File: config.mk
export PLATFORM = sky130hd
export DESIGN_NAME = anps_regs
export DESIGN_NICKNAME = d
export VERILOG_FILES = /design/src/anps_regs.v
export VERILOG_INCLUDE_DIRS = /design/src /design/src/pkg
export SDC_FILE = /design/constraint.sdc
export NUM_CORES = 1
export LEC_CHECK = 0
export BUFFER_PORTS_ARGS = -buffer_cell sky130_fd_sc_hd__buf_4
export CAP_MARGIN = 20
export CELL_PAD_IN_SITES_DETAIL_PLACEMENT = 0
export CELL_PAD_IN_SITES_GLOBAL_PLACEMENT = 2
export CORE_MARGIN = 2
export CORE_UTILIZATION = 27
export DETAILED_ROUTE_END_ITERATION = 12
export PLACE_DENSITY_LB_ADDON = 0.08
export SLEW_MARGIN = 25
export SYNTH_ARGS = -nofsm -noshare
export SYNTH_HDL_FRONTEND = slang
export SYNTH_SLANG_ARGS = --single-unit
File: constraint.sdc
create_clock -name aclk -period 3.34 [get_ports aclk]
set_input_delay 0.835 -clock aclk [delete_from_list [all_inputs] [get_ports aclk]]
set_output_delay 0.835 -clock aclk [all_outputs]
set_load 0.01 [all_outputs]
File: src/pkg/anps_defines.vh
// Purpose: constants for the partner status register bank
// Assumes: AXI4-Lite, 32-bit data, one word per register
// Notes: offsets are register indexes; byte address is four times index
`ifndef ANPS_DEFINES_VH
`define ANPS_DEFINES_VH
`define ANPS_IDX_ABILITY 5'h05
`define ANPS_IDX_EXPAN 5'h06
`define ANPS_IDX_IRQ_STAT 5'h08
`define ANPS_IDX_IRQ_MASK 5'h09
`define ANPS_ABIL_RESET 16'h0000
`define ANPS_ABIL_MASK 16'hE7FF
`define ANPS_BIT_PDF 4
`define ANPS_BIT_PPC 3
`define ANPS_BIT_LPC 2
`define ANPS_BIT_PRX 1
`define ANPS_BIT_PNC 0
`define ANPS_IRQ_PAGE 0
`define ANPS_IRQ_FAULT 1
`define ANPS_RESP_OKAY 2'h0
`define ANPS_RESP_SLVERR 2'h2
`endif

File: src/anps_regs.v
// Purpose: auto-negotiation partner ability and expansion registers
// Assumes: negotiation engine drives same-clock pulses and levels
// Notes: unmapped addresses read zero with SLVERR; only the interrupt mask stores writes
//
// The implementer's own choice: the AXI4-Lite interface to the registers.
`timescale 1ns/1ps
`include "anps_defines.vh"

////////////////////////////////////////////////////////////////////////////////
// Summary of operation
// - partner word loads register 5 on page arrival; software cannot write.
// - bit 15 shows partner further page; resets to zero.
// - acknowledge bit comes only from received bursts; writes ignored.
// - bit 13 shows partner remote fault; resets to zero.
// - reserved bits read zero; writes to them discarded.
// - bit 10 shows partner pause capability.
// - bits 9..5 show partner technologies, one each.
// - bits 4..0 hold partner selector; reset zero.
// - parallel detection fault latches high in register 6.
// - bit 3 shows partner next page capability.
// - local next page capable bit is always zero.
// - page received bit latches high on each new page.
// - reading register 6 clears page received.
// - bit 0 shows partner supports auto-negotiation.
module anps_regs
(
  input wire aclk,
  input wire aresetn,
  input wire [7:0] s_axi_awaddr,
  input wire s_axi_awvalid,
  output wire s_axi_awready,
  input wire [31:0] s_axi_wdata,
  input wire [3:0] s_axi_wstrb,
  input wire s_axi_wvalid,
  output wire s_axi_wready,
  output reg [1:0] s_axi_bresp,
  output reg s_axi_bvalid,
  input wire s_axi_bready,
  input wire [7:0] s_axi_araddr,
  input wire s_axi_arvalid,
  output wire s_axi_arready,
  output reg [31:0] s_axi_rdata,
  output reg [1:0] s_axi_rresp,
  output reg s_axi_rvalid,
  input wire s_axi_rready,
  input wire page_strobe,
  input wire [15:0] page_word,
  input wire parallel_detect_fault,
  input wire partner_page_capable,
  input wire partner_negotiation_capable,
  output wire irq
);

  reg [15:0] ability_r;
  reg fault_r;
  reg page_rx_r;
  reg [1:0] irq_stat_r;
  reg [1:0] irq_mask_r;
  reg aw_got_r;
  reg w_got_r;
  reg [4:0] aw_idx_r;
  reg [1:0] mask_data_r;
  reg mask_strb_r;
  wire [4:0] ar_idx;
  wire rd_take;
  wire rd_expan;
  wire rd_stat;
  wire wr_fire;
  reg [31:0] rdata_nxt;
  reg rresp_err_nxt;
  wire [15:0] expan_word;

  ////////////////////////////////////////////////////////////////////////////////
  // Read channel: one outstanding read, address taken when no data pending
  assign s_axi_arready = ~s_axi_rvalid;
  assign rd_take = s_axi_arvalid & s_axi_arready;
  assign ar_idx = s_axi_araddr[6:2];
  assign rd_expan = rd_take & (ar_idx == `ANPS_IDX_EXPAN);
  assign rd_stat = rd_take & (ar_idx == `ANPS_IDX_IRQ_STAT);

  assign expan_word = {11'h000,
    fault_r,
    partner_page_capable,
    1'b0,
    page_rx_r,
    partner_negotiation_capable};

  always @*
  begin
    rdata_nxt = 32'h00000000;
    rresp_err_nxt = 1'b0;
    case (ar_idx)
      `ANPS_IDX_ABILITY: rdata_nxt = {16'h0000, ability_r};
      `ANPS_IDX_EXPAN: rdata_nxt = {16'h0000, expan_word};
      `ANPS_IDX_IRQ_STAT: rdata_nxt = {30'h00000000, irq_stat_r};
      `ANPS_IDX_IRQ_MASK: rdata_nxt = {30'h00000000, irq_mask_r};
      default: rresp_err_nxt = 1'b1;
    endcase
  end

  always @(posedge aclk)
  begin
    if (!aresetn)
    begin
      s_axi_rvalid <= 1'b0;
      s_axi_rdata <= 32'h00000000;
      s_axi_rresp <= `ANPS_RESP_OKAY;
    end
    else if (rd_take)
    begin
      s_axi_rvalid <= 1'b1;
      s_axi_rdata <= rdata_nxt;
      s_axi_rresp <= rresp_err_nxt ? `ANPS_RESP_SLVERR : `ANPS_RESP_OKAY;
    end
    else if (s_axi_rready)
    begin
      s_axi_rvalid <= 1'b0;
    end
  end

  ////////////////////////////////////////////////////////////////////////////////
  // Write channel: address and data in either order, response after both
  assign s_axi_awready = ~aw_got_r & ~s_axi_bvalid;
  assign s_axi_wready = ~w_got_r & ~s_axi_bvalid;
  assign wr_fire = aw_got_r & w_got_r & ~s_axi_bvalid;

  always @(posedge aclk)
  begin
    if (!aresetn)
    begin
      aw_got_r <= 1'b0;
      w_got_r <= 1'b0;
      aw_idx_r <= 5'h00;
      s_axi_bvalid <= 1'b0;
      s_axi_bresp <= `ANPS_RESP_OKAY;
      irq_mask_r <= 2'h0;
    end
    else
    begin
      if (s_axi_awvalid & s_axi_awready)
      begin
        aw_got_r <= 1'b1;
        aw_idx_r <= s_axi_awaddr[6:2];
      end
      if (s_axi_wvalid & s_axi_wready)
      begin
        w_got_r <= 1'b1;
      end
      if (wr_fire)
      begin
        aw_got_r <= 1'b0;
        w_got_r <= 1'b0;
        s_axi_bvalid <= 1'b1;
        // Status registers accept writes but drop them: read-only fields
        case (aw_idx_r)
          `ANPS_IDX_ABILITY: s_axi_bresp <= `ANPS_RESP_OKAY;
          `ANPS_IDX_EXPAN: s_axi_bresp <= `ANPS_RESP_OKAY;
          `ANPS_IDX_IRQ_STAT: s_axi_bresp <= `ANPS_RESP_OKAY;
          `ANPS_IDX_IRQ_MASK:
          begin
            s_axi_bresp <= `ANPS_RESP_OKAY;
            if (mask_strb_r)
            begin
              irq_mask_r <= mask_data_r;
            end
          end
          default: s_axi_bresp <= `ANPS_RESP_SLVERR;
        endcase
      end
      else if (s_axi_bvalid & s_axi_bready)
      begin
        s_axi_bvalid <= 1'b0;
      end
    end
  end
  // Data held from its own handshake; master may change wdata once taken
  always @(posedge aclk)
  begin
    if (!aresetn)
    begin
      mask_data_r <= 2'h0;
      mask_strb_r <= 1'b0;
    end
    else if (s_axi_wvalid & s_axi_wready)
    begin
      mask_data_r <= s_axi_wdata[1:0];
      mask_strb_r <= s_axi_wstrb[0];
    end
  end

  ////////////////////////////////////////////////////////////////////////////////
  // Partner ability word, captured from each received page with bits 12..11 cleared
  always @(posedge aclk)
  begin
    if (!aresetn)
    begin
      ability_r <= `ANPS_ABIL_RESET;
    end
    else if (page_strobe)
    begin
      // Bits 15,14,13,10,9..5,4..0 kept; 12..11 forced to zero
      ability_r <= page_word & `ANPS_ABIL_MASK;
    end
  end

  ////////////////////////////////////////////////////////////////////////////////
  // Latched expansion flags; a new event in the read cycle wins over the clear
  always @(posedge aclk)
  begin
    if (!aresetn)
    begin
      fault_r <= 1'b0;
      page_rx_r <= 1'b0;
    end
    else
    begin
      if (parallel_detect_fault)
      begin
        fault_r <= 1'b1;
      end
      else if (rd_expan)
      begin
        fault_r <= 1'b0;
      end
      if (page_strobe)
      begin
        page_rx_r <= 1'b1;
      end
      else if (rd_expan)
      begin
        page_rx_r <= 1'b0;
      end
    end
  end

  ////////////////////////////////////////////////////////////////////////////////
  // Interrupt status: sticky, cleared by reading it, set wins
  always @(posedge aclk)
  begin
    if (!aresetn)
    begin
      irq_stat_r <= 2'h0;
    end
    else
    begin
      irq_stat_r[`ANPS_IRQ_PAGE] <= page_strobe |
        (irq_stat_r[`ANPS_IRQ_PAGE] & ~rd_stat);
      irq_stat_r[`ANPS_IRQ_FAULT] <= parallel_detect_fault |
        (irq_stat_r[`ANPS_IRQ_FAULT] & ~rd_stat);
    end
  end

  assign irq = |(irq_stat_r & irq_mask_r);

endmodule

# Yosys cells after proc, flatten, opt, wreduce, memory -nomap -nowiden

Index checks and enable logic that the tools add are counted.

Bits in registers: 68
Input bits: 79
Output and inout bits: 42

Equality and inequality tests: 8
Mux-type cells: 10
Bitwise logic cells: 21
Reductions and logical operators: 9

Operators by type and width:

| operator             | count |
|---|---|
| $pmux W16 S4         | 1 |
| $eq A5 B3 Y1 const B | 4 |
| $eq A5 B4 Y1 const B | 4 |
| $and A1 B1 Y1        | 12 |
| $reduce_bool A2 Y1   | 4 |
| $reduce_or A4 Y1     | 2 |
| $mux W1              | 7 |
| $not A1 Y1           | 6 |
| $mux W2              | 2 |
| $reduce_or A2 Y1     | 2 |
| $reduce_and A3 Y1    | 1 |
| $and A2 B2 Y2        | 1 |
| $or A1 B1 Y1         | 2 |

# Longest topological paths before layout

Depth after elaboration: 6
Mapped depth: 5
Mapped depth without buffers: 4

# Least setup slack after synthesis

No wires, ideal clock.

Kind: input to register
Start point: input port s_axi_araddr[3]
End point: register irq_stat_r[0]
Setup time: 0.115 ns
Data arrival time: 1.874 ns
Slack: 1.351 ns
Stages: 4
Cell sequence: or4b_4 -> or3_1 -> a21oi_1 -> nor2b_1

Longest elaborated chain between the ends: 5

RTL lines:

| what                            | RTL line        | text |
|---|---|---|
| from (decl)                     | anps_regs.v:39  | `input wire [7:0] s_axi_araddr,` |
| $eq A5 B4 Y1                    | -               |  |
| $and A1 B1 Y1                   | anps_regs.v:79  | `` assign rd_stat = rd_take & (ar_idx == `ANPS_IDX_IRQ_STAT); `` |
| $not A1 Y1                      | anps_regs.v:247 | `` (irq_stat_r[`ANPS_IRQ_PAGE] & ~rd_stat); `` |
| $and A1 B1 Y1                   | anps_regs.v:247 |  |
| $or A1 B1 Y1                    | anps_regs.v:246 | `` irq_stat_r[`ANPS_IRQ_PAGE] <= page_strobe \| `` |
| to (signal, indexed assignment) | anps_regs.v:246 |  |
| to (signal, indexed assignment) | anps_regs.v:248 | `` irq_stat_r[`ANPS_IRQ_FAULT] <= parallel_detect_fault \| `` |
| to (decl)                       | anps_regs.v:57  | `reg [1:0] irq_stat_r;` |

Every way passes these cells.
A chain may end at the register's enable or synchronous reset.

# Final worst setup path

Start point: input port s_axi_araddr[3]
End point: register s_axi_rdata[0]

Longest elaborated chain between the ends: 2
Elaborated cells on any way between the ends: 5
Those cells by class: 4 x eq/ne; 1 x mux

RTL lines:

| what                                                | RTL line        | text |
|---|---|---|
| $eq A5 B4 Y1 / $eq A5 B3 Y1 (equally long branches) | anps_regs.v:92  | `case (ar_idx)` |
| $pmux W16 S4 *                                      | anps_regs.v:92  |  |
| to (signal assigned)                                | anps_regs.v:112 | `s_axi_rdata <= rdata_nxt;` |
| to (decl)                                           | anps_regs.v:42  | `output reg [31:0] s_axi_rdata,` |

Every way passes the cells marked *; elsewhere a longest branch is shown, timed or not.

==> summary.md <==
| Metric | Value |
|---|---|
| Ranking of synthesized cells by area | dfxtp_1, mux2i_1, nor2b_1 |
| Arrival time worst endpoint | 2.19 ns |
| Hold WS | 0.455 ns |
| GRT Total Usage | 0.112 |
| Vias in the first global route | 1,490 |
| Clock Path Buffers | 2 |
| Clock latency on the worst-skew pair | 0.29 ns |
| IR drop worst, VDD | 0.000165 V |
| First-pass GRT wire length | 7890 um |
| Drt total wl | 5000 um |
| Sequential area share after synthesis | 0.416 |
| Total number of vias | 1,653 |
| Worst path top cell family by delay | compound AO/OA/AOI/OAI gates |
| Die Area | 9320 um2 |
| PortBufs | 59 |
| Critical Path Source Type | input port |
| Cell Count Post-Placement | 379 |
| Final net count | 360 |
| Clock H-tree levels | 2 |
| Setup_tns | 0 ns |
| CP max stage cell | a311oi_2 |
| Post-synth EDFFs | 0 |
| Hold Path Class | reg -> reg |
| Non-Filler Instances | 386 |
| CTS Hold Bufs | 0 |
| Synth top cells by count | dfxtp_1, nor2b_1, mux2i_1, buf_4, nand2_1 |
| Mapped Area | 2310 um2 |
| Pwr Density | 390 nW/um2 |
| # DRC | 0 |
| Synth Register Bits | 48 |
| Die Width | 96.5 um |
| Antenna Cells | 0 |
| Mapped Avg Cell Area | 10.1 um2 |
| CTS Buf Count | 5 |
| Period utilization | 0.589 |
| Relative slew slack | 0.580 |
| Setup CP Type | in -> reg |
| Crit-path max cell delay | 0.47 ns |
| Root buffer selected by CTS | clkbuf_8 |
| Actual slew at the worst max-slew pin | 0.630 ns |
| Total gr overflow | 0 |
| CP Capture Type | register |
| Core footprint | 8260 um2 |
| Synth Instances | 228 |
| Router iterations before antenna repair | 4 |
| DP HPWL | 3580 um |
| Fin Clk Skew | 0.00532 ns |
| Number of clock sinks | 48 |
| Endpoints failing setup | 0 |
| Initial antenna violation count | 0 |
| Drt wl/cell | 13.0 um |
| Clock-pin slew on the worst setup and hold paths | 0.08 ns |
| Final Max Slew Viols | 0 |
| Pin count of the biggest net entering global routing | 49 |
| Max-capacitance violation count | 0 |
| Synthesis Warnings | 0 |
| Primary FF master, synth | dfxtp_1 |
| Most common cell in the netlist | dfxtp_1 |
| Placer Congestion | 0.738 |
| Distinct cells, synth | 35 |
| Initial core utilization | 0.280 |
| Io pins | 121 |
| Critical Path RT | 3.57 ns |
| Worst hold path depth | 2 |
| Lkg Pwr | 1.16 nW |
| FMAX | 508 MHz |
| Area share of the largest cell type after synthesis | 0.416 |
| Fin. Hold Viols | 0 |
| CP cell instances | buf_4 > or3b_1 > a311oi_2 > o21ai_1 > a21boi_1 |
| Layout cell share with drive strength beyond 1 | 0.331 |
| Worst Reg-to-Reg Cells | 4 |
| Cell taking the most area after synthesis | dfxtp_1 |
| # rows | 33 |
| RSZ-0062 raised after global routing | false |
| Ys async rst share | 0 |
| Routed Antenna Nets | 0 |
| Max Fanout on Critical Path | 10 |
| DR iter-0 viols | 43 |
| CTS tree | yes |
| Vias per std cell | 4.28 |
| Fin crit period | 1.97 ns |
| # resized after CTS | 0 |
| Post-CTS Setup Inserts | 0 |
| Status | completed |
| WP buf/inv | 1 |
| CP Depth | 5 |
| Area grow syn2layout | 22.5% |
| Die span in y | 96.5 um |
-- cells by family after synthesis --
family | Yosys count | synth area share
simple gates | 82 | 0.245
other cells | 1 | 0.00162
flops | 48 | 0.416
buf+inv | 35 | 0.0958
compound gates | 36 | 0.129
mux | 26 | 0.113
-- flip-flops by register name, indices dropped and copies added (netlist names), 2 cells and up --
register / count
ability_r: 14
s_axi_rdata: 14
aw_idx_r: 5
mask_data_r: 2
irq_stat_r: 2
irq_mask_r: 2
-- stage by stage --
step                cell area [um2]   util  setup WS (ns)  power [mW]
floorplan                      2380      -           1.35       0.746
global placement               2750  0.333           1.05       0.797
detailed placement             2750  0.333           1.05       0.797
CTS                            2830  0.343           1.36        1.13
global route                   2830  0.343           1.32        1.17
finish                         2830  0.343           1.37        1.10
-- final timing paths --
check,slack (ns),end,start
hold reg to reg,0.46,s_axi_rdata[0]$_SDFFE_PN0P_,s_axi_rdata[0]$_SDFFE_PN0P_
setup / recovery,1.37,s_axi_rdata[0]$_SDFFE_PN0P_,s_axi_araddr[3]
setup reg to reg,1.78,s_axi_rdata[0]$_SDFFE_PN0P_,s_axi_rvalid$_SDFFE_PN0P_
hold / removal,0.46,s_axi_rdata[0]$_SDFFE_PN0P_,s_axi_rdata[0]$_SDFFE_PN0P_
-- layer usage --
layer / track usage / up-vias / share of wire
met5: 0 / - / 0
met4: 0.0317 / 0 / 0.0062
met3: 0.0295 / 2 / 0.063
met2: 0.171 / 50 / 0.45
met1: 0.155 / 758 / 0.48
li1: - / 843 / -
-- power by group --
group	internal (mW)	switching [mW]	total, mW
sequential	0.599	0.0193	0.618
combinational	0.0840	0.0781	0.162
clock	0.143	0.181	0.324
total	0.825	0.278	1.10
-- worst reg2reg max path: cells and delay by family (launching register included) --
kind | cells | cell delay [ns]
AOI/OAI and AO/OA | 3 | 0.86
and+or+nand+nor | 1 | 0.29
DFF | 1 | 0.36
-- cells in the final DEF (no fill, tap or decap), types with 3 or more instances in the layout --
cell	netlist	layout
conb_1	1	20
nor2_1	5	5
clkbuf_8	0	5
nand2b_1	5	5
a21boi_2	10	10
nand2_1	13	13
nand3_2	10	10
buf_4	22	61
a21boi_0	3	3
dfxtp_1	48	48
a21oi_1	9	9
nor2b_1	27	27
nor3b_1	3	3
nand3b_1	6	6
mux2i_1	26	26
-- area by class of cell --
| cell class | instances | area (um2) |
|---|---|---|
| fillers | 896 | 5430 |
| flip-flops and latches | 48 | 961 |
| repair buffers | 61 | 458 |
| clock buffers | 6 | 72.6 |
| well taps | 105 | 131 |
| multi-input cells | 164 | 1200 |
| clock inverters | 1 | 5.00 |
| inverters | 1 | 3.75 |
Power figures use the tool's default switching activity.
